## src/ovs_pkg.sv

```systemverilog
// package for the otg vbus status and switch control block
package ovs_pkg;
    localparam int unsigned CLK_HZ = 125000000;
    // session end threshold in millivolts, compared outside in analog
    localparam int unsigned SESS_END_MV = 500;
    // status bit positions in the comparator status word
    localparam int unsigned STS_VBUS_VLD_BIT = 1;
    localparam int unsigned STS_SESS_VLD_BIT = 2;
    localparam int unsigned STS_SESS_END_BIT = 3;
    localparam logic [4:0] STS_RST = 5'h00;
    localparam logic [1:0] REG_LVL_RST = 2'h0;
    localparam logic [2:0] CMP_RST = 3'h0;
    // reset values of control outputs
    localparam logic SWITCH_RST = 1'b1;
    localparam logic PULLUP_RST = 1'b0;
    localparam logic FLAG_RST = 1'b0;
    localparam logic [1:0] LS_RST = 2'h0;
    // receivers start off because both audio switches are closed in reset
    localparam logic SE_RX_RST = 1'b0;
    localparam logic EXT_IND_LEVEL = 1'b1;
    // comparator index order
    localparam int unsigned CMP_SESS_END = 0;
    localparam int unsigned CMP_SESS_VLD = 1;
    localparam int unsigned CMP_VBUS_VLD = 2;
    localparam int unsigned NUM_CMP = 3;
    typedef enum logic [1:0] {
        OVS_MODE_SYNC,
        OVS_MODE_UART_ENTER,
        OVS_MODE_UART
    } ovs_mode_e;
endpackage : ovs_pkg

```

## src/ovs_cmp_if.sv

```systemverilog
// interface carrying comparator events between detector and top
`timescale 1ns/1ps
interface ovs_cmp_if;
    logic [2:0] level;
    logic [2:0] rise;
    logic [2:0] fall;
    modport det (output level, output rise, output fall);
    modport use_side (input level, input rise, input fall);
endinterface : ovs_cmp_if

```

## src/ovs_cmp_det.sv

```systemverilog
// synchroniser and edge detector for the three vbus comparators
`timescale 1ns/1ps
module ovs_cmp_det (
    input wire logic clk_sys_i,
    input wire logic rst_b_i,
    input wire logic [2:0] cmp_raw_i,
    ovs_cmp_if.det cmp
);
    import ovs_pkg::*;
    logic [2:0] meta_q, meta_d;
    logic [2:0] sync_q, sync_d;
    logic [2:0] prev_q, prev_d;
    logic [2:0] rise_q, rise_d;
    logic [2:0] fall_q, fall_d;

    always_comb begin
        meta_d = cmp_raw_i;
        sync_d = meta_q;
        prev_d = sync_q;
        rise_d = sync_q & ~prev_q;
        fall_d = ~sync_q & prev_q;
    end

    always_ff @(posedge clk_sys_i) begin
        if (!rst_b_i) begin
            meta_q <= CMP_RST;
            sync_q <= CMP_RST;
            prev_q <= CMP_RST;
            rise_q <= CMP_RST;
            fall_q <= CMP_RST;
        end else begin
            meta_q <= meta_d;
            sync_q <= sync_d;
            prev_q <= prev_d;
            rise_q <= rise_d;
            fall_q <= fall_d;
        end
    end

    assign cmp.level = prev_q;
    assign cmp.rise = rise_q;
    assign cmp.fall = fall_q;
endmodule : ovs_cmp_det

```

## src/ovs_ctrl.sv

```systemverilog
// top of the otg vbus status, pulsing and switch control block
`timescale 1ns/1ps
module ovs_ctrl (
    input wire logic clk_sys_i,
    input wire logic rst_b_i,
    input wire logic [2:0] cmp_raw_i,
    input wire logic [4:0] int_en_rise_i,
    input wire logic [4:0] int_en_fall_i,
    input wire logic use_ext_ind_i,
    input wire logic ind_passthru_i,
    input wire logic ind_complement_i,
    input wire logic bus_power_discharge_en_i,
    input wire logic bus_power_charge_en_i,
    input wire logic uart_mode_req_i,
    input wire logic [1:0] serial_mode_regulator_level_i,
    input wire logic [1:0] sync_regulator_level_i,
    input wire logic [1:0] line_state_i,
    input wire logic charger_pullup_dp_en_i,
    input wire logic charger_pullup_dm_en_i,
    input wire logic left_audio_switch_en_i,
    input wire logic right_audio_switch_en_i,
    input wire logic microphone_switch_en_i,
    output logic [4:0] int_status_o,
    output logic rx_vbus_valid_o,
    output logic int_event_o,
    output logic discharge_pulldown_o,
    output logic charge_pullup_o,
    output logic [1:0] regulator_level_o,
    output logic uart_active_o,
    output logic [1:0] line_state_o,
    output logic line_state_valid_o,
    output logic dp_pullup_o,
    output logic dm_pullup_o,
    output logic dp_audio_switch_o,
    output logic dm_audio_switch_o,
    output logic se_rx_enable_o
);
    import ovs_pkg::*;

    ovs_cmp_if cmp_bus ();

    ovs_cmp_det u_det (
        .clk_sys_i(clk_sys_i),
        .rst_b_i(rst_b_i),
        .cmp_raw_i(cmp_raw_i),
        .cmp(cmp_bus.det)
    );

    // enable bit position of each comparator in the enable words
    localparam int unsigned EN_POS [NUM_CMP] = '{STS_SESS_END_BIT, STS_SESS_VLD_BIT,
                                                 STS_VBUS_VLD_BIT};

    logic [2:0] cmp_on;
    logic [2:0] shown;
    logic [2:0] evt;

    // session valid stays powered even when both enables are clear
    genvar g;
    generate
        for (g = 0; g < NUM_CMP; g++) begin : g_cmp
            if (g == CMP_SESS_VLD) begin : g_keep
                assign cmp_on[g] = 1'b1;
            end else begin : g_gate
                assign cmp_on[g] = int_en_rise_i[EN_POS[g]] | int_en_fall_i[EN_POS[g]];
            end
            // disabled comparator reads 0
            assign shown[g] = cmp_bus.level[g] & cmp_on[g];
            assign evt[g] = (cmp_bus.rise[g] & int_en_rise_i[EN_POS[g]])
                          | (cmp_bus.fall[g] & int_en_fall_i[EN_POS[g]]);
        end
    endgenerate

    logic [4:0] sts_q, sts_d;
    logic rxv_q, rxv_d;
    logic evt_q, evt_d;
    logic ext_ind;

    // no pin brings an external indicator in, so it reads as one
    assign ext_ind = EXT_IND_LEVEL;

    always_comb begin
        sts_d = STS_RST;
        sts_d[STS_SESS_END_BIT] = shown[CMP_SESS_END];
        sts_d[STS_SESS_VLD_BIT] = shown[CMP_SESS_VLD];
        sts_d[STS_VBUS_VLD_BIT] = shown[CMP_VBUS_VLD];
    end

    always_ff @(posedge clk_sys_i) begin
        if (!rst_b_i) begin
            sts_q <= STS_RST;
        end else begin
            sts_q <= sts_d;
        end
    end

    // vbus valid handed to the receive command path
    always_comb begin
        if (!use_ext_ind_i) begin
            rxv_d = shown[CMP_VBUS_VLD];
        end else if (ind_passthru_i) begin
            rxv_d = ext_ind ^ ind_complement_i;
        end else begin
            // non-passthru qualifies internal comparator with indicator
            rxv_d = (ext_ind ^ ind_complement_i) & shown[CMP_VBUS_VLD];
        end
    end

    always_ff @(posedge clk_sys_i) begin
        if (!rst_b_i) begin
            rxv_q <= FLAG_RST;
        end else begin
            rxv_q <= rxv_d;
        end
    end

    // one pulse per cycle with any enabled edge, the link turns it into a command
    always_comb begin
        evt_d = |evt;
    end

    always_ff @(posedge clk_sys_i) begin
        if (!rst_b_i) begin
            evt_q <= FLAG_RST;
        end else begin
            evt_q <= evt_d;
        end
    end

    // uart mode tracking and regulator selection
    ovs_mode_e mode_q, mode_d;
    logic [1:0] reg_q, reg_d;
    logic uart_q, uart_d;
    logic [1:0] ls_q, ls_d;
    logic lsv_q, lsv_d;

    // regulator switches one cycle after the mode flag rises
    always_comb begin
        mode_d = mode_q;
        reg_d = reg_q;
        case (mode_q)
            OVS_MODE_SYNC: begin
                reg_d = sync_regulator_level_i;
                if (uart_mode_req_i) begin
                    mode_d = OVS_MODE_UART_ENTER;
                end
            end
            OVS_MODE_UART_ENTER: begin
                reg_d = serial_mode_regulator_level_i;
                mode_d = uart_mode_req_i ? OVS_MODE_UART : OVS_MODE_SYNC;
            end
            OVS_MODE_UART: begin
                reg_d = serial_mode_regulator_level_i;
                if (!uart_mode_req_i) begin
                    mode_d = OVS_MODE_SYNC;
                end
            end
            default: begin
                mode_d = OVS_MODE_SYNC;
                reg_d = REG_LVL_RST;
            end
        endcase
        uart_d = (mode_d != OVS_MODE_SYNC);
    end

    always_ff @(posedge clk_sys_i) begin
        if (!rst_b_i) begin
            mode_q <= OVS_MODE_SYNC;
            reg_q <= REG_LVL_RST;
            uart_q <= FLAG_RST;
        end else begin
            mode_q <= mode_d;
            reg_q <= reg_d;
            uart_q <= uart_d;
        end
    end

    // line state hidden once uart takes the data lines
    always_comb begin
        if (mode_d == OVS_MODE_SYNC) begin
            ls_d = line_state_i;
            lsv_d = 1'b1;
        end else begin
            ls_d = 2'h0;
            lsv_d = 1'b0;
        end
    end

    always_ff @(posedge clk_sys_i) begin
        if (!rst_b_i) begin
            ls_q <= LS_RST;
            lsv_q <= FLAG_RST;
        end else begin
            ls_q <= ls_d;
            lsv_q <= lsv_d;
        end
    end

    // vbus pulsing resistors, both open out of reset
    logic dis_q, dis_d;
    logic chg_q, chg_d;

    always_comb begin
        dis_d = bus_power_discharge_en_i;
        chg_d = bus_power_charge_en_i;
    end

    always_ff @(posedge clk_sys_i) begin
        if (!rst_b_i) begin
            dis_q <= FLAG_RST;
            chg_q <= FLAG_RST;
        end else begin
            dis_q <= dis_d;
            chg_q <= chg_d;
        end
    end

    // charger detection pull-ups
    logic dpp_q, dpp_d;
    logic dmp_q, dmp_d;

    always_comb begin
        dpp_d = charger_pullup_dp_en_i;
        dmp_d = charger_pullup_dm_en_i;
    end

    always_ff @(posedge clk_sys_i) begin
        if (!rst_b_i) begin
            dpp_q <= PULLUP_RST;
            dmp_q <= PULLUP_RST;
        end else begin
            dpp_q <= dpp_d;
            dmp_q <= dmp_d;
        end
    end

    // audio switches close in reset so audio passes while the phy is held
    logic dps_q, dps_d;
    logic dms_q, dms_d;

    always_comb begin
        dps_d = left_audio_switch_en_i;
        dms_d = right_audio_switch_en_i | microphone_switch_en_i;
    end

    always_ff @(posedge clk_sys_i) begin
        if (!rst_b_i) begin
            dps_q <= SWITCH_RST;
            dms_q <= SWITCH_RST;
        end else begin
            dps_q <= dps_d;
            dms_q <= dms_d;
        end
    end

    // single-ended receivers would read audio swing as line activity
    logic se_q, se_d;

    always_comb begin
        se_d = ~(dps_d | dms_d);
    end

    always_ff @(posedge clk_sys_i) begin
        if (!rst_b_i) begin
            se_q <= SE_RX_RST;
        end else begin
            se_q <= se_d;
        end
    end

    assign int_status_o = sts_q;
    assign rx_vbus_valid_o = rxv_q;
    assign int_event_o = evt_q;
    assign discharge_pulldown_o = dis_q;
    assign charge_pullup_o = chg_q;
    assign regulator_level_o = reg_q;
    assign uart_active_o = uart_q;
    assign line_state_o = ls_q;
    assign line_state_valid_o = lsv_q;
    assign dp_pullup_o = dpp_q;
    assign dm_pullup_o = dmp_q;
    assign dp_audio_switch_o = dps_q;
    assign dm_audio_switch_o = dms_q;
    assign se_rx_enable_o = se_q;
endmodule : ovs_ctrl

```

## config.mk

```make
export PLATFORM = sky130hd
export DESIGN_NAME = ovs_ctrl
export DESIGN_NICKNAME = d
export VERILOG_FILES = /design/src/ovs_pkg.sv /design/src/ovs_cmp_if.sv /design/src/ovs_cmp_det.sv /design/src/ovs_ctrl.sv
export SDC_FILE = /design/constraint.sdc
export NUM_CORES = 1
export LEC_CHECK = 0
export BUFFER_PORTS_ARGS = -buffer_cell sky130_fd_sc_hd__buf_4
export CELL_PAD_IN_SITES_DETAIL_PLACEMENT = 1
export CELL_PAD_IN_SITES_GLOBAL_PLACEMENT = 2
export CORE_ASPECT_RATIO = 1.25
export CORE_UTILIZATION = 29
export CTS_CLUSTER_DIAMETER = 80
export CTS_CLUSTER_SIZE = 14
export DETAILED_ROUTE_END_ITERATION = 8
export PLACE_DENSITY_LB_ADDON = 0.1
export SYNTH_ARGS = -nofsm -noshare
export SYNTH_HDL_FRONTEND = slang
export SYNTH_SLANG_ARGS = --single-unit
```

## constraint.sdc

```tcl
create_clock -name clk_sys_i -period 2.08 [get_ports clk_sys_i]
set_clock_uncertainty 0.05 [all_clocks]
set_input_delay 0.312 -clock clk_sys_i [delete_from_list [all_inputs] [get_ports clk_sys_i]]
set_output_delay 0.312 -clock clk_sys_i [all_outputs]
set_load 0.01 [all_outputs]
```

==> impl_metrics.yaml, run 1 <==
outcome:
  status: "finished, final reports clean"
synth:
  syn-cell-area_um2: 1190
  ys_types: 30
  yosys.area.top_type_share_pct: 59.1
  syn_area_per_cell_um2: 10.9
  ys_warn_count: 0
  synth_top_cell_by_area: "dfxtp_1"
  synthTopCellsByArea: "dfxtp_1, and2_1, a22oi_1"
  ys_ff_latch: 35
  synth_cells: 109
  synth-seq-area-share_pct: 59.1
timing:
  finalSetupTns_ps: 0
  setup_viol: 0
  fin_crit_sh_pct: 75.5
  finalHoldViolCount: 0
  fin_crit_ps: 1570
  slew_violations: 0
  rsz0062_at_grt: "no"
  max_freq_mhz: 637
finish:
  drive_gt1_share_pct: 38.6
  multi_input_area_um2: 437
  diodes: 0
  seqCellArea_um2: 701
  area_growth_pct: 40.1
  fin_area_um2: 1660
  final_nets: 193
  fill_cells: 451
die:
  core_area_um2: 3850
  fp.dieW_um: 59.2
  start_util_pct: 30.8
  dieArea_um2: 4350
  dieHeight_um: 73.5
  ios: 52
  row_count: 25
setup_path:
  crit_required_ps: 2200
  crit_type: "flip-flop to flip-flop"
  cp-end-kind: "flip-flop"
  cp_max_fo: 9
  start_kind: "flip-flop"
  arrival_ps: 1690
global_route:
  grt.overflow.total: 0
  grt_max_degree: 23
  grt_pass1_vias: 946
  grt_pass1_wl_mm: 3.92
  grt_usage_pct: 12.3
  antenna_found_initial: 0
pwr:
  power_density_nw_per_um2: 853
  power_uw: 1420
  ir_drop_mv: 0.432
  cellLeakagePower_uw: 0.000757
clocking:
  cts-resized-gates: 0
  clk-insertion-delay-late_ps: 280
  cts_setup_buffers: 0
  h-tree-depth: 2
  cts.path.max_buffers: 2
  clock_sinks: 35
  cts_hold_buf: 0
  cts-root-buf: "clkbuf_8"
  cts_buffers: 5
  clk_pin_slew_worst_paths_ps: 70
  cts_tree: "done"
flow_run:
  cap_violations: 0
worst_hold_path:
  hold_class: "input port to flip-flop"
route:
  postRouteAntennaNets: 0
  wirelength_mm: 2.31
  vias: 900
  first_pass_iters: 3
  drtIter0Drc: 19
  vias_per_cell: 4.25
  drc: 0
  wl_per_cell_um: 10.9
place:
  dpl_cell_area_um2: 1560
  hpwl_mm: 1.72
  numPortBuffers: 45
  gp_congestion: 0.697
## cells in the mapped netlist
cell / n
dfxtp_1: 35
o31ai_1: 1
a22oi_1: 7
and2_1: 14
o21ai_0: 1
o21ai_1: 2
nand2_1: 3
buf_6: 1
and3_1: 1
or3_4: 1
clkbuf_1: 1
conb_1: 1
inv_2: 1
a21oi_1: 2
a31oi_1: 1
nand2b_1: 2
a211oi_2: 1
o21a_1: 1
ha_1: 4
a2bb2oi_2: 1
nand2_2: 1
nor2_1: 10
nand3_1: 1
nor2b_1: 4
nor3_1: 3
inv_1: 3
a21oi_2: 1
buf_4: 3
nor2_4: 1
mux2_4: 1
## flip-flops by register name, indices dropped and copies added, names as in the netlist, 2 cells and up
signal             cells
int_status_o           3
mode_q                 2
u_det.prev_d           3
u_det.cmp.level        3
u_det.cmp.rise         3
u_det.cmp.fall         3
u_det.meta_q           3
regulator_level_o      2
line_state_o           2
## per-layer routing
| metal | wire length [um] | global-route usage, % | up-vias |
|---|---|---|---|
| li1 | - | - | 448 |
| met3 | 177 | 3.70 | 5 |
| met1 | 946 | 12.6 | 407 |
| met5 | 0 | 0 | - |
| met4 | 50 | 8.73 | 0 |
| met2 | 1130 | 20.8 | 40 |
## power by group
part,internal (uW),leakage (uW),switching (uW),total [uW]
Combinational,90.5,0.000419,70.6,161
Sequential,703,0.000288,14.7,717
Clock,301,0.0000505,237,538
## worst max-delay path: stages (launching register included)
cell     delay [ps]
dfxtp_1         490
inv_1           110
ha_1            320
mux2_4          300
a22oi_1         130
nor2_1           50
## cell usage in the layout, fill, tap and decap left out, types with 2 or more instances in the layout
master / n
a21oi_1: 2
a22oi_1: 7
and2_1: 14
buf_4: 45
clkbuf_8: 7
conb_1: 2
dfxtp_1: 35
ha_1: 4
inv_1: 3
nand2_1: 3
nand2b_1: 2
nor2_1: 10
nor2b_1: 4
nor3_1: 3
o21ai_1: 2
## final timing paths
check                    startpoint  cells past startpoint                end  slack [ps]
max                       mode_q[0]                      5          mode_q[1]         510
min          left_audio_switch_en_i                      2     se_rx_enable_o         130
max reg2reg               mode_q[0]                      5          mode_q[1]         510
min reg2reg         u_det.prev_d[0]                      1  u_det.cmp.fall[0]         350
## cell type report
class                           count  area share [%]
Sequential cell                    35            42.2
Multi-Input combinational cell     66            26.3
Timing Repair Buffer               45            20.3
Clock buffer                        7            5.80
Tap cell                           54            4.07
Inverter                            4           0.904
Clock inverter                      1           0.452
## kinds of logic (layout without fill, tap and decap cells)
family / after synthesis / in the layout / share of synthesized area (%)
AND/OR/NAND/NOR: 41 / 41 / 19.3
multiplexers: 1 / 1 / 1.27
buffers and inverters: 9 / 57 / 4.43
flip-flops: 35 / 35 / 59.1
adder cells (fa/ha/maj): 4 / 4 / 4.22
other: 1 / 2 / 0.316
AO/OA/AOI/OAI: 18 / 18 / 11.4
## per-stage QoR
| step | hold WS [ps] | setup WS, ps | utilization [%] | std cells |
|---|---|---|---|---|
| after CTS | 123 | 491 | 43.2 | 212 |
| after detailed placement | 343 | 517 | 40.5 | 204 |
| after global routing | 116 | 412 | 43.2 | 212 |
| final | 131 | 510 | 43.2 | 212 |
| after floorplan | 333 | 679 | - | 110 |
| after global placement | 344 | 565 | 40.5 | 204 |
No activity file was read; power rests on OpenSTA's default activity.
==> inputs of run 2 (changes only) <==
- ABC_AREA: unset -> 1
- CORE_UTILIZATION: 29 -> 22
- clock period: 2.08 -> 1.3 ns (I/O delays scaled with it)
==> run 2 against run 1 <==
Effect of this change:
- total power grew 51%
- core utilization shrank 11 points
- count of clock-buffer cells in the layout shrank 1
- critical endpoint is now line_state_o[1]
==> impl_metrics.yaml, run 2 <==
clocking:
  cts-root-buf: "clkbuf_8"
  clk-insertion-delay-late_ps: 280
  cts_tree: "done"
  cts_hold_buf: 0
  cts_buffers: 5
  clk_pin_slew_worst_paths_ps: 60
  cts.path.max_buffers: 2
  clock_sinks: 35
  h-tree-depth: 2
synth:
  synthTopCellsByArea: "dfxtp_1, nand2_1, inv_1"
  synth-seq-area-share_pct: 59.8
  ys_ff_latch: 35
  yosysMostFrequentCell: "nand2_1"
  async_flop_share_pct: 0
  syn_area_per_cell_um2: 8.68
  ys_types: 16
  yosys.area.top_type_share_pct: 59.8
  synth_ff_type: "dfxtp_1"
  ys_warn_count: 0
  syn-cell-area_um2: 1170
  synthTopCellsByCount: "nand2_1, dfxtp_1, inv_1, nor2_1, ha_1"
  synth-edff-count: 0
  synth_cells: 135
  synth_top_cell_by_area: "dfxtp_1"
timing:
  setup_viol: 0
  fin_crit_sh_pct: 93.6
  finalSetupTns_ps: 0
  slew_violations: 0
  rsz0062_at_grt: "no"
  setup_slack_ps: 83.7
  max_freq_mhz: 822
  finalHoldViolCount: 0
  fin_crit_ps: 1220
  holdWs_ps: 32.1
setup_path:
  regToRegSetupSlack_ps: 80
  cp-end-kind: "flip-flop"
  crit_path_end: "line_state_o[1]"
  startpoint: "mode_q[0]"
  start_kind: "flip-flop"
  crit_required_ps: 1420
  cp_max_fo: 4
  r2r_start: "mode_q[0]"
  arrival_ps: 1340
  crit_type: "flip-flop to flip-flop"
  r2r_end: "line_state_o[1]"
  rr_worst_depth: 6
finish:
  final_cell_mix: "buf_4, nand2_1, dfxtp_1, inv_1, nor2_1"
  drive_gt1_share_pct: 34.2
  fill_cells: 616
  final_nets: 222
  area_growth_pct: 42.2
  diodes: 0
  final_common_cell: "buf_4"
pwr:
  cellLeakagePower_uw: 0.000906
  power_density_nw_per_um2: 1280
  ir_drop_mv: 0.640
die:
  row_count: 29
  dieArea_um2: 5630
  start_util_pct: 22.9
  dieHeight_um: 83.6
  fp.dieW_um: 67.3
  ios: 52
  core_area_um2: 5120
route:
  wl_per_cell_um: 9.82
  vias: 952
  wirelength_mm: 2.45
  drtIter0Drc: 18
  postRouteAntennaNets: 0
  first_pass_iters: 4
  drc: 0
  vias_per_cell: 3.82
place:
  numPortBuffers: 45
  pre_cts_slack_ps: 5.46
  gp_congestion: 0.652
  hpwl_mm: 1.98
global_route:
  grt_pass1_vias: 989
  grt.overflow.total: 0
  grt_usage_pct: 10.2
  grt_pass1_wl_mm: 4.18
  grt_max_degree: 12
  antenna_found_initial: 0
outcome:
  status: "finished, final reports clean"
flow_run:
  cap_violations: 0
worst_hold_path:
  hold_class: "input port to flip-flop"
==> run 2: worst min path at each step <==
stage,from,to,slack [ps],cells after the start
detailed placement,left_audio_switch_en_i,se_rx_enable_o,320,2
finish,left_audio_switch_en_i,se_rx_enable_o,30,2
CTS,left_audio_switch_en_i,se_rx_enable_o,20,2
global route,left_audio_switch_en_i,se_rx_enable_o,20,2
floorplan,left_audio_switch_en_i,se_rx_enable_o,220,1
global placement,left_audio_switch_en_i,se_rx_enable_o,310,2
==> run 2: repair_timing <==
action	in CTS	in global routing
resized for setup	1	2
setup buffers	0	0
endpoints found under the setup margin	1	3
pin swaps	0	1
==> run 2: area by class of cell <==
class,instances,area (um^2),share of cell area (%)
Tap cell,62,77.6,4.65
Clock buffer,6,72.6,4.35
Timing Repair Buffer,47,353,21.2
Inverter,24,92.6,5.56
Clock inverter,2,12.5,0.751
Multi-Input combinational cell,73,357,21.4
Sequential cell,35,702,42.1
==> run 2: power breakdown <==
| group | leakage (uW) | internal [uW] | switching, uW |
|---|---|---|---|
| Clock | 0.0000412 | 374 | 357 |
| Combinational | 0.000577 | 137 | 124 |
| Sequential | 0.000288 | 1120 | 17.9 |
==> run 2: layer usage <==
metal  part of all wire, %  track usage, %
met5                     0               0
met4                  0.98            4.64
met3                   6.7            4.51
met2                    58            18.7
met1                    34            9.00
==> run 2: critical path, cell delays in order, from the launching register on <==
cell     delay [ps]
dfxtp_1         320
buf_4           140
ha_1            190
inv_1           120
nand3_2         130
nand3_2         120
nor2_1           50
==> run 2: metrics by stage <==
stage / instances / area, um^2 / total power [uW] / utilization (%)
final: 249 / 1670 / 2130 / 32.6
after global routing: 249 / 1670 / 2270 / 32.6
after CTS: 249 / 1660 / 2190 / 32.4
after detailed placement: 241 / 1570 / 1430 / 30.7
after global placement: 241 / 1570 / 1420 / 30.7
after floorplan: 136 / 1180 / 1290 / -
==> run 2: kinds of logic after synthesis <==
family	count (synthesis)	synth area share (%)
buffers and inverters	28	10.8
DFF	35	59.8
other	1	0.320
AOI/OAI and AO/OA	5	2.88
and+or+nand+nor	62	22.0
adders and majority gates	4	4.27
